$ cat src/rtl/phybmc_pkg.sv
// Purpose: shared constants and types of the basic mode control block
// Assumes: management clock of 250 MHz
// Notes: one control register plus one status register of latched bits
package phybmc_pkg;
   // ----------------------------------------------------------------
   // register map
   // ----------------------------------------------------------------
   localparam logic [4:0] ADDR_BASIC_MODE_CONTROL = 5'h00;
   localparam logic [4:0] ADDR_LATCH_STATUS = 5'h1E;
   localparam int BIT_RESET = 15;
   localparam int BIT_LOOPBACK = 14;
   localparam int BIT_SPEED_LSB = 13;
   localparam int BIT_ANEG_EN = 12;
   localparam int BIT_POWER_DOWN = 11;
   localparam int BIT_ISOLATE = 10;
   localparam int BIT_ANEG_RESTART = 9;
   localparam int BIT_DUPLEX = 8;
   localparam int BIT_COL_TEST = 7;
   localparam int BIT_SPEED_MSB = 6;
   localparam logic [15:0] CTRL_RESERVED_MASK = 16'h003F;
   localparam logic [1:0] SPEED_1000 = 2'h2;
   localparam logic [1:0] SPEED_100 = 2'h1;
   localparam logic [1:0] SPEED_10 = 2'h0;
   localparam logic [1:0] SPEED_RESERVED = 2'h3;
   localparam logic [1:0] SPEED_RESET = SPEED_1000;
   // latched status cell kinds
   localparam logic [1:0] CELL_LATCHED_LOW = 2'h0;
   localparam logic [1:0] CELL_LATCHED_HIGH = 2'h1;
   localparam logic [1:0] CELL_CLEAR_ON_READ = 2'h2;
   // ----------------------------------------------------------------
   // timing
   // ----------------------------------------------------------------
   localparam int CLK_MHZ = 250;
   localparam int LOOP_DEAD_US = 500;
   localparam int LOOP_DEAD_CYCLES = LOOP_DEAD_US * CLK_MHZ;
   localparam int SOFT_RST_CYCLES = 16;
   localparam logic [4:0] SOFT_RST_LOAD = 5'(SOFT_RST_CYCLES);
   // ----------------------------------------------------------------
   // types
   // ----------------------------------------------------------------
   typedef struct packed {
      logic loopback;
      logic [1:0] speed;
      logic aneg_en;
      logic power_down;
      logic isolate;
      logic duplex;
      logic col_test;
   } phybmc_ctrl_t;
   typedef struct packed {
      logic dv;
      logic [7:0] data;
   } phybmc_stream_t;
endpackage

$ cat src/rtl/phybmc_sync.sv
// Purpose: three-stage synchroniser for pins
// Assumes: a pin change is taken once stages two and three agree
// Notes: stage one feeds stage two only
`timescale 1ns/1ns
module phybmc_sync #(
   parameter logic RESET_VAL = 1'b0
) (
   // clock and reset
   input wire logic clk,
   input wire logic rst,
   // pin and result
   input wire logic pin,
   output logic q
);
   logic s1_ff;
   logic s2_ff;
   logic s3_ff;
   always_ff @(posedge clk) begin
      if (rst) begin
         s1_ff <= RESET_VAL;
         s2_ff <= RESET_VAL;
         s3_ff <= RESET_VAL;
      end else begin
         s1_ff <= pin;
         s2_ff <= s1_ff;
         s3_ff <= s2_ff;
      end
   end
   always_ff @(posedge clk) begin
      if (rst) begin
         q <= RESET_VAL;
      end else if (s2_ff == s3_ff) begin
         q <= s3_ff;
      end
   end
endmodule // phybmc_sync

$ cat src/rtl/phybmc_latch_cell.sv
// Purpose: one status bit of latched-low, latched-high or clear-on-read kind
// Assumes: rd is a one-cycle management read pulse of the holding register
// Notes: an event in the read cycle is kept, the set beats the clear
`timescale 1ns/1ns
module phybmc_latch_cell #(
   parameter logic [1:0] KIND = phybmc_pkg::CELL_LATCHED_LOW
) (
   // clock and reset
   input wire logic clk,
   input wire logic rst,
   // condition and read strobe
   input wire logic cond,
   input wire logic rd,
   output logic q
);
   logic held_ff;
   logic event_hit;
   assign event_hit = (KIND == phybmc_pkg::CELL_LATCHED_LOW) ? ~cond : cond;
   always_ff @(posedge clk) begin
      if (rst) begin
         held_ff <= 1'b0;
      end else if (event_hit) begin
         held_ff <= 1'b1;
      end else if (rd) begin
         held_ff <= 1'b0;
      end
   end
   always_comb begin
      case (KIND)
         phybmc_pkg::CELL_LATCHED_LOW: q = cond & ~held_ff;
         phybmc_pkg::CELL_LATCHED_HIGH: q = cond | held_ff;
         default: q = held_ff;
      endcase
   end
endmodule // phybmc_latch_cell

$ cat src/rtl/phybmc_top.sv
// Purpose: basic mode control register of a 10/100/1000 transceiver
// Assumes: management access by write/read strobes on MCLK, straps and power-down pin asynchronous
// Notes: analog line side is modelled as a byte stream on MCLK
// Operation
// - bit 15 write one starts reset, reads one until done, then clears
// - software reset reloads strap-derived settings from the strap pins
// - bit 14 one loops MAC transmit data back to MAC receive
// - after loopback enable receive data may be withheld up to 500 us
// - aneg off: bits 6,13 force speed 1000/100/10, code 11 reserved
// - bit 12 resets from strap; when set bits 13 and 8 are ignored
// - aneg off: bit 8 forces full (1) or half (0) duplex, strap reset
// - bit 11 powers the transceiver down, register access stays alive
// - power down is bit OR active-low pin; pin makes bit read set
// - bit 10 isolates the MAC data interface, management keeps working
// - bit 9 restarts aneg when enabled, reads one until initiated; else ignored
// - writing zero to bit 9 never disturbs negotiation in progress
// - collision test: collision within 512 bit times of tx enable, off within 4
// - bits 5 to 0 ignore writes and read zero
// - speed msb resets one; bits 12 and 8 load from straps; other control bits reset zero
// - self-clearing bits set on event and clear alone when it ends
// - latched-low bits hold zero until read, then follow condition
// - latched-high bits hold one until read, then follow condition
// - clear-on-read bits return value then clear on that read
// - permanent bits read fixed value; strap bits load from pins after reset
`timescale 1ns/1ns
module phybmc_top #(
   parameter int LOOP_DEAD_CYCLES = phybmc_pkg::LOOP_DEAD_CYCLES
) (
   // clock and reset
   input wire logic MCLK,
   input wire logic SRST,
   // management access
   input wire logic [4:0] MGMT_ADDR,
   input wire logic MGMT_WR,
   input wire logic MGMT_RD,
   input wire logic [15:0] MGMT_WDATA,
   output logic [15:0] MGMT_RDATA,
   // straps and power-down pin
   input wire logic STRAP_ANEG_EN,
   input wire logic STRAP_DUPLEX,
   input wire logic POWER_DOWN_PIN_N,
   // mac side
   input wire logic TX_EN,
   input wire logic [7:0] TXD,
   output logic RX_DV,
   output logic [7:0] RXD,
   output logic COL,
   output logic MAC_OE,
   // line side
   input wire logic LINE_RX_DV,
   input wire logic [7:0] LINE_RXD,
   output logic LINE_TX_EN,
   output logic [7:0] LINE_TXD,
   // negotiation engine
   input wire logic AN_INITIATED,
   input wire logic [1:0] AN_SPEED,
   input wire logic AN_DUPLEX,
   output logic AN_ENABLE,
   output logic AN_RESTART,
   // link events and mode
   input wire logic LINK_OK,
   input wire logic REMOTE_FAULT,
   input wire logic FALSE_CARRIER,
   output logic [1:0] SPEED,
   output logic FULL_DUPLEX,
   output logic POWER_DOWN,
   output logic RESET_BUSY
);
   // ----------------------------------------------------------------
   // pin synchronisers
   // ----------------------------------------------------------------
   logic strap_aneg_s;
   logic strap_dup_s;
   logic pd_pin_n_s;
   phybmc_sync #(.RESET_VAL(1'b0)) u_sync_aneg (.clk(MCLK), .rst(SRST), .pin(STRAP_ANEG_EN), .q(strap_aneg_s));
   phybmc_sync #(.RESET_VAL(1'b0)) u_sync_dup (.clk(MCLK), .rst(SRST), .pin(STRAP_DUPLEX), .q(strap_dup_s));
   phybmc_sync #(.RESET_VAL(1'b1)) u_sync_pd (.clk(MCLK), .rst(SRST), .pin(POWER_DOWN_PIN_N), .q(pd_pin_n_s));
   // ----------------------------------------------------------------
   // access decode
   // ----------------------------------------------------------------
   logic wr_ctrl;
   logic rd_stat;
   logic busy_ff;
   logic sw_rst_ff;
   logic [4:0] rst_cnt_ff;
   phybmc_pkg::phybmc_ctrl_t ctrl_ff;
   logic restart_ff;
   // writes during reset are dropped so defaults settle cleanly
   assign wr_ctrl = MGMT_WR & ~busy_ff & (MGMT_ADDR == phybmc_pkg::ADDR_BASIC_MODE_CONTROL);
   assign rd_stat = MGMT_RD & (MGMT_ADDR == phybmc_pkg::ADDR_LATCH_STATUS);

   // ----------------------------------------------------------------
   // reset sequencing
   // ----------------------------------------------------------------
   // hardware reset also runs the counter so synced straps are settled before loading
   // reset bit self-clear
   always_ff @(posedge MCLK) begin
      if (SRST) begin
         busy_ff <= 1'b1;
         rst_cnt_ff <= phybmc_pkg::SOFT_RST_LOAD;
      end else if (wr_ctrl && MGMT_WDATA[phybmc_pkg::BIT_RESET]) begin
         busy_ff <= 1'b1;
         rst_cnt_ff <= phybmc_pkg::SOFT_RST_LOAD;
      end else if (busy_ff) begin
         rst_cnt_ff <= rst_cnt_ff - 5'h01;
         busy_ff <= (rst_cnt_ff != 5'h01);
      end
   end
   always_ff @(posedge MCLK) begin
      if (SRST) begin
         sw_rst_ff <= 1'b0;
      end else if (wr_ctrl && MGMT_WDATA[phybmc_pkg::BIT_RESET]) begin
         sw_rst_ff <= 1'b1;
      end else if (busy_ff && rst_cnt_ff == 5'h01) begin
         sw_rst_ff <= 1'b0;
      end
   end
   logic rst_done;
   assign rst_done = busy_ff & (rst_cnt_ff == 5'h01);
   // ----------------------------------------------------------------
   // control fields
   // ----------------------------------------------------------------
   logic [1:0] wr_speed;
   assign wr_speed = {MGMT_WDATA[phybmc_pkg::BIT_SPEED_MSB], MGMT_WDATA[phybmc_pkg::BIT_SPEED_LSB]};
   always_ff @(posedge MCLK) begin
      if (SRST || (busy_ff && !rst_done)) begin
         ctrl_ff.loopback <= 1'b0;
         ctrl_ff.speed <= phybmc_pkg::SPEED_RESET;
         ctrl_ff.power_down <= 1'b0;
         ctrl_ff.isolate <= 1'b0;
         ctrl_ff.col_test <= 1'b0;
      end else if (wr_ctrl) begin
         ctrl_ff.loopback <= MGMT_WDATA[phybmc_pkg::BIT_LOOPBACK];
         ctrl_ff.power_down <= MGMT_WDATA[phybmc_pkg::BIT_POWER_DOWN];
         ctrl_ff.isolate <= MGMT_WDATA[phybmc_pkg::BIT_ISOLATE];
         ctrl_ff.col_test <= MGMT_WDATA[phybmc_pkg::BIT_COL_TEST];
         if (wr_speed != phybmc_pkg::SPEED_RESERVED) begin
            ctrl_ff.speed <= wr_speed;
         end
      end
   end
   // strap bits cleared during reset, then loaded from settled pins
   // straps reloaded at reset end
   always_ff @(posedge MCLK) begin
      if (SRST || (busy_ff && !rst_done)) begin
         ctrl_ff.aneg_en <= 1'b0;
         ctrl_ff.duplex <= 1'b0;
      end else if (rst_done) begin
         ctrl_ff.aneg_en <= strap_aneg_s;
         ctrl_ff.duplex <= strap_dup_s;
      end else if (wr_ctrl) begin
         ctrl_ff.aneg_en <= MGMT_WDATA[phybmc_pkg::BIT_ANEG_EN];
         ctrl_ff.duplex <= MGMT_WDATA[phybmc_pkg::BIT_DUPLEX];
      end
   end

   // ----------------------------------------------------------------
   // negotiation restart
   // ----------------------------------------------------------------
   // a written zero is not a clear: the engine's start, aneg off or reset ends the request
   // restart while enabled
   always_ff @(posedge MCLK) begin
      if (SRST || busy_ff) begin
         restart_ff <= 1'b0;
      end else if (wr_ctrl && MGMT_WDATA[phybmc_pkg::BIT_ANEG_RESTART] && ctrl_ff.aneg_en
                   && MGMT_WDATA[phybmc_pkg::BIT_ANEG_EN]) begin
         restart_ff <= 1'b1;
      end else if (AN_INITIATED || !ctrl_ff.aneg_en) begin
         restart_ff <= 1'b0;
      end
   end
   assign AN_RESTART = restart_ff;
   assign AN_ENABLE = ctrl_ff.aneg_en;

   // ----------------------------------------------------------------
   // speed, duplex and power
   // ----------------------------------------------------------------
   logic pd_eff;
   assign pd_eff = ctrl_ff.power_down | ~pd_pin_n_s;
   always_ff @(posedge MCLK) begin
      if (SRST) begin
         SPEED <= phybmc_pkg::SPEED_RESET;
         FULL_DUPLEX <= 1'b0;
      end else if (ctrl_ff.aneg_en) begin
         SPEED <= AN_SPEED;
         FULL_DUPLEX <= AN_DUPLEX;
      end else begin
         SPEED <= ctrl_ff.speed;
         FULL_DUPLEX <= ctrl_ff.duplex;
      end
   end
   always_ff @(posedge MCLK) begin
      if (SRST) begin
         POWER_DOWN <= 1'b0;
      end else begin
         POWER_DOWN <= pd_eff;
      end
   end
   assign RESET_BUSY = busy_ff;

   // ----------------------------------------------------------------
   // data paths
   // ----------------------------------------------------------------
   logic [16:0] dead_cnt_ff;
   logic loop_q_ff;
   logic path_off;
   phybmc_pkg::phybmc_stream_t rx_src;
   always_ff @(posedge MCLK) begin
      if (SRST) begin
         loop_q_ff <= 1'b0;
      end else begin
         loop_q_ff <= ctrl_ff.loopback;
      end
   end
   // dead time only masks receive valid; a frame still running when it ends is passed on from mid-frame
   // loopback dead time
   always_ff @(posedge MCLK) begin
      if (SRST) begin
         dead_cnt_ff <= 17'h00000;
      end else if (ctrl_ff.loopback && !loop_q_ff) begin
         dead_cnt_ff <= 17'(LOOP_DEAD_CYCLES);
      end else if (dead_cnt_ff != 17'h00000) begin
         dead_cnt_ff <= dead_cnt_ff - 17'h00001;
      end
   end
   assign path_off = ctrl_ff.isolate | pd_eff | busy_ff;
   always_comb begin
      if (ctrl_ff.loopback) begin
         rx_src.dv = TX_EN & (dead_cnt_ff == 17'h00000);
         rx_src.data = TXD;
      end else begin
         rx_src.dv = LINE_RX_DV;
         rx_src.data = LINE_RXD;
      end
   end
   always_ff @(posedge MCLK) begin
      if (SRST || path_off) begin
         RX_DV <= 1'b0;
         RXD <= 8'h00;
      end else begin
         RX_DV <= rx_src.dv;
         RXD <= rx_src.data;
      end
   end
   always_ff @(posedge MCLK) begin
      if (SRST || pd_eff || busy_ff || ctrl_ff.loopback) begin
         LINE_TX_EN <= 1'b0;
         LINE_TXD <= 8'h00;
      end else begin
         LINE_TX_EN <= TX_EN & ~ctrl_ff.isolate;
         LINE_TXD <= TXD;
      end
   end
   always_ff @(posedge MCLK) begin
      if (SRST) begin
         MAC_OE <= 1'b0;
      end else begin
         MAC_OE <= ~path_off;
      end
   end
   // one cycle at 250 MHz equals 4 bit times at the fastest rate
   // collision test echo
   always_ff @(posedge MCLK) begin
      if (SRST || path_off) begin
         COL <= 1'b0;
      end else begin
         COL <= ctrl_ff.col_test & TX_EN;
      end
   end

   // ----------------------------------------------------------------
   // latched status bits
   // ----------------------------------------------------------------
   logic link_q;
   logic fault_q;
   logic fc_q;
   phybmc_latch_cell #(.KIND(phybmc_pkg::CELL_LATCHED_LOW)) u_link (
      .clk(MCLK), .rst(SRST), .cond(LINK_OK), .rd(rd_stat), .q(link_q));
   phybmc_latch_cell #(.KIND(phybmc_pkg::CELL_LATCHED_HIGH)) u_fault (
      .clk(MCLK), .rst(SRST), .cond(REMOTE_FAULT), .rd(rd_stat), .q(fault_q));
   phybmc_latch_cell #(.KIND(phybmc_pkg::CELL_CLEAR_ON_READ)) u_fc (
      .clk(MCLK), .rst(SRST), .cond(FALSE_CARRIER), .rd(rd_stat), .q(fc_q));

   // ----------------------------------------------------------------
   // read back
   // ----------------------------------------------------------------
   logic [15:0] ctrl_view;
   always_comb begin
      ctrl_view = 16'h0000;
      ctrl_view[phybmc_pkg::BIT_RESET] = sw_rst_ff;
      ctrl_view[phybmc_pkg::BIT_LOOPBACK] = ctrl_ff.loopback;
      ctrl_view[phybmc_pkg::BIT_SPEED_LSB] = ctrl_ff.speed[0];
      ctrl_view[phybmc_pkg::BIT_ANEG_EN] = ctrl_ff.aneg_en;
      ctrl_view[phybmc_pkg::BIT_POWER_DOWN] = pd_eff;
      ctrl_view[phybmc_pkg::BIT_ISOLATE] = ctrl_ff.isolate;
      ctrl_view[phybmc_pkg::BIT_ANEG_RESTART] = restart_ff;
      ctrl_view[phybmc_pkg::BIT_DUPLEX] = ctrl_ff.duplex;
      ctrl_view[phybmc_pkg::BIT_COL_TEST] = ctrl_ff.col_test;
      ctrl_view[phybmc_pkg::BIT_SPEED_MSB] = ctrl_ff.speed[1];
   end
   always_ff @(posedge MCLK) begin
      if (SRST) begin
         MGMT_RDATA <= 16'h0000;
      end else if (MGMT_RD) begin
         if (MGMT_ADDR == phybmc_pkg::ADDR_BASIC_MODE_CONTROL) begin
            MGMT_RDATA <= ctrl_view & ~phybmc_pkg::CTRL_RESERVED_MASK;
         end else if (rd_stat) begin
            MGMT_RDATA <= {13'h0000, fc_q, fault_q, link_q};
         end else begin
            MGMT_RDATA <= 16'h0000;
         end
      end
   end

   // ----------------------------------------------------------------
   // checks
   // ----------------------------------------------------------------
   a_reset_selfclear:
   assert property (@(posedge MCLK) disable iff (SRST)
      (wr_ctrl && MGMT_WDATA[phybmc_pkg::BIT_RESET]) |=> sw_rst_ff [*8] ##[1:20] !sw_rst_ff)
      else $error("software reset bit did not self-clear");
   a_strap_reload:
   assert property (@(posedge MCLK) disable iff (SRST)
      rst_done |=> (ctrl_ff.aneg_en == $past(strap_aneg_s)) && (ctrl_ff.duplex == $past(strap_dup_s)))
      else $error("straps not reloaded at reset end");
   a_loop_data:
   assert property (@(posedge MCLK) disable iff (SRST)
      (ctrl_ff.loopback && !path_off && dead_cnt_ff == 17'h00000) |=> RXD == $past(TXD))
      else $error("loopback data not returned");
   a_loop_dead:
   assert property (@(posedge MCLK) disable iff (SRST)
      (dead_cnt_ff != 17'h00000 && ctrl_ff.loopback) |=> !RX_DV)
      else $error("receive valid during loopback dead time");
   a_forced_speed:
   assert property (@(posedge MCLK) disable iff (SRST)
      (!ctrl_ff.aneg_en && $stable(ctrl_ff.speed)) |=> SPEED == $past(ctrl_ff.speed))
      else $error("forced speed not applied");
   a_power_or:
   assert property (@(posedge MCLK) disable iff (SRST)
      !pd_pin_n_s |-> ctrl_view[phybmc_pkg::BIT_POWER_DOWN] ##1 POWER_DOWN)
      else $error("power-down pin not honoured");
   a_isolate_off:
   assert property (@(posedge MCLK) disable iff (SRST)
      ctrl_ff.isolate |=> !MAC_OE && !RX_DV && !COL)
      else $error("mac side not isolated");
   a_restart_ignored:
   assert property (@(posedge MCLK) disable iff (SRST)
      (!ctrl_ff.aneg_en && !restart_ff) |=> !restart_ff)
      else $error("restart accepted with negotiation off");
   a_col_test:
   assert property (@(posedge MCLK) disable iff (SRST)
      (ctrl_ff.col_test && TX_EN && !path_off) |=> COL ##1
      (!$past(TX_EN) || !$past(ctrl_ff.col_test) || COL || $past(path_off)))
      else $error("collision test echo wrong");
   a_reserved_zero:
   assert property (@(posedge MCLK) disable iff (SRST)
      $past(MGMT_RD && MGMT_ADDR == phybmc_pkg::ADDR_BASIC_MODE_CONTROL) |-> MGMT_RDATA[5:0] == 6'h00)
      else $error("reserved bits read non-zero");
endmodule // phybmc_top

$ cat config.mk
export PLATFORM = sky130hd
export DESIGN_NAME = phybmc_top
export DESIGN_NICKNAME = d
export VERILOG_FILES = /design/src/rtl/phybmc_pkg.sv /design/src/rtl/phybmc_sync.sv /design/src/rtl/phybmc_latch_cell.sv /design/src/rtl/phybmc_top.sv
export SDC_FILE = /design/constraint.sdc
export NUM_CORES = 1
export LEC_CHECK = 0
export BUFFER_PORTS_ARGS = -buffer_cell sky130_fd_sc_hd__buf_2
export CORE_MARGIN = 10
export CORE_UTILIZATION = 30
export DETAILED_ROUTE_END_ITERATION = 16
export PLACE_DENSITY = 0.55
export RECOVER_POWER = 50
export SYNTH_ARGS = -nofsm -noshare
export SYNTH_HDL_FRONTEND = slang
export SYNTH_SLANG_ARGS = --single-unit
$ cat constraint.sdc
create_clock -name MCLK -period 5.49 [get_ports MCLK]
set_input_delay 0.2745 -clock MCLK [delete_from_list [all_inputs] [get_ports MCLK]]
set_output_delay 0.2745 -clock MCLK [all_outputs]
set_load 0.1 [all_outputs]
==> flow_summary_export.csv <==
group,metric,value,unit
grt,grt_pass1_wl,14.2,mm
critical_path,crit_arrival,3.05,ns
grt,grt_pass1_vias,2866,
critical_path,path_depth,5,
power,p_leak,1.65,nW
detailed_routing,routed_wl,8.80,mm
detailed_routing,wl_met1,3.91,mm
place,gp_congestion,0.787,
timing,slew_violations,55,
critical_path,r2r_setup_slack,3.22,ns
synthesis,yosys-top-cells-area,"dfxtp_1 49%, mux2i_1 6.0%, a21oi_1 4.7%",
grt,overflow,0,
detailed_routing,via_per_inst,4.76,
timing,hold-worst-slack,0.123,ns
synthesis,synthFlopType,"dfxtp_1",
synthesis,synth_largest_area_cell,"dfxtp_1",
grt,grt_antenna_before_repair,0,
critical_path,cpPeakStageDelay,1.69,ns
cts,cts_buffers,9,
grt,grt_usage,0.105,
critical_path,endpoint,"dead_cnt_ff[4]",
synthesis,synthArstFlopShare,0,
timing,max_freq,353,MHz
timing,slew_headroom,-0.595,
critical_path,rr_worst_depth,6,
final_layout,utilization,0.377,
floorplanning,dieArea,16400,um2
floorplanning,row_count,39,
synthesis,synth_edf_count,0,
critical_path,critPathRequiredTime,5.71,ns
critical_path,cp-end-kind,"flop",
cts,cts_tree,"yes",
critical_path,crit_path_start_kind,"input port",
timing,rsz0062_at_grt,"false",
status,violations,"capacitance limit, slew limit",
synthesis,syn-cell-area,3500,um2
place,port_buffers,86,
timing,worstMarginPinSlew,2.39,ns
synthesis,yosysSeqAreaShare,0.492,
grt,grt_max_degree,55,
cts,path_clk_slew,0.06,ns
timing,fin_crit,2.83,ns
detailed_routing,drt_iter0_drc,172,
cts,cts.sinks,86,
run,cap_violations,1,
power,ir_drop,0.000211,V
cts,clk_latency,0.34,ns
timing,finalSetupViolations,0,
final_layout,layout_common_cells,"86 x dfxtp_1, 54 x buf_2, 37 x nor2_1, 33 x a21oi_1, 33 x clkbuf_1",
min_path,hp-class,"input port to flop",
detailed_routing,dr_total_vias,2876,
critical_path,r2r_end,"dead_cnt_ff[6]",
critical_path,crit_start,"SRST",
final_layout,antennaDiodeCount,0,
timing,skew,0.00695,ns
final_layout,areaGrowthSynthToFinish,23.1,%
critical_path,worstPathCellList,"buf_2 -> clkbuf_1 -> nor2_1 -> nand2_1 -> mux2i_1",
synthesis,synth_warnings,0,
floorplanning,core-area,11400,um2
cts,cts_resized,0,
detailed_routing,antenna_left,0,
critical_path,crit_type,"input port to flop",
critical_path,regToRegStartpoint,"dead_cnt_ff[0]",
power,power_density,467,nW/um2
cts,holdBufCountCts,0,
critical_path,path_max_fanout,54,
synthesis,synth_cells,376,
detailed_routing,drt-pass1-iter-count,4,
critical_path,cp_top_family,"buffers and inverters",
cts,clk_path_buf_depth,2,
final_layout,final_layout_size_suffix_gt1_frac,0.178,
timing,tns,0,ns
floorplanning,initial_core_util,0.306,
detailed_routing,wl_met2,4.19,mm
synthesis,syn_area_per_cell,9.30,um2
critical_path,crit_buf_inv,2,
place,post-dp-hpwl,6.38,mm
floorplanning,die_y,128,um
detailed_routing,drc_errors,0,
detailed_routing,wl_per_cell,14.6,um
synthesis,ys_ff_latch,86,
detailed_routing,highest_layer,"met4",
floorplanning,die_w,128,um
status,outcome,"finished with violations",
final_layout,fin_nets,514,
floorplanning,io_pins,96,
detailed_routing,wl_met3,622,um
cts,ctsHtreeMaxLevel,3,
critical_path,slowest_stage,"clkbuf_1",
power,total_power,2.01,mW
synthesis,ys_types,52,
cts,post_cts_buffers,0,
cts,clockRootBuffer,"clkbuf_16",
synthesis,yosys.area.top_type_share,0.492,
final_layout,final_common_cell,"dfxtp_1",
timing,fin_crit_sh,0.516,
timing,finalHoldViolCount,0,
[layout make-up]
type                    count  area [um2]
inverters                  10        37.5
multi-input cells         262        1640
fillers                  1173        7120
well taps                 143         179
repair buffers             88         402
flip-flops and latches     86        1720
clock inverters             5        82.6
clock buffers              10         239
[cell usage after synthesis (all sizes together), types with 10 or more instances]
cell and count:
a21oi 33, buf 11, dfxtp 86, inv 10, mux2i 21, nand2 20
nand2b 16, nand3 17, nor2 38, nor2b 13, nor3 10
[routing by layer]
layer	GRT usage	up-vias
met5	0	-
met4	0.0338	0
met3	0.0430	5
met2	0.171	70
met1	0.124	1331
li1	-	1470
[power by group]
group	switching, mW	leakage, nW	internal, mW	total, mW
sequential	0.0832	0.700	0.701	0.784
combinational	0.365	0.788	0.212	0.577
clock	0.241	0.159	0.410	0.650
[flip-flops by register name (all words and copies together) (netlist names), 2 cells and up]
register     count
MGMT_RDATA      13
LINE_TXD         8
SPEED            2
RXD              8
ctrl_ff          7
rst_cnt_ff       5
dead_cnt_ff     17
[logic make-up after synthesis]
logic type	count (synthesis)	synth area share
xor gates and xnor gates	4	0.0100
DFF	86	0.492
other	1	0.00107
adders and majority gates	4	0.0143
and+or+nand+nor	163	0.265
buffers and inverters	30	0.0401
AOI/OAI and AO/OA	67	0.117
muxes	21	0.0601
[worst min path at each step]
stage / slack [ns] / endpoint / startpoint / depth (start not counted)
2_1_floorplan: 0.37 / u_link.held_ff / LINK_OK / 1
3_3_place_gp: 0.40 / u_sync_pd.s2_ff / u_sync_pd.s1_ff / 1
3_5_place_dp: 0.40 / u_sync_pd.s2_ff / u_sync_pd.s1_ff / 1
4_1_cts: 0.11 / u_sync_pd.s1_ff / POWER_DOWN_PIN_N / 2
5_1_grt: 0.13 / u_sync_pd.s1_ff / POWER_DOWN_PIN_N / 2
6_report: 0.12 / u_sync_pd.s1_ff / POWER_DOWN_PIN_N / 2
[per-stage QoR]
step	worst slack, ns	instance area, um2	cells
after detailed placement	3.16	4030	589
after global placement	3.24	4030	589
final	2.66	4300	604
after global routing	2.23	4300	604
after CTS	3.24	4350	604
after floorplan	3.52	3500	378
No activity file was read; power rests on OpenSTA's default activity.
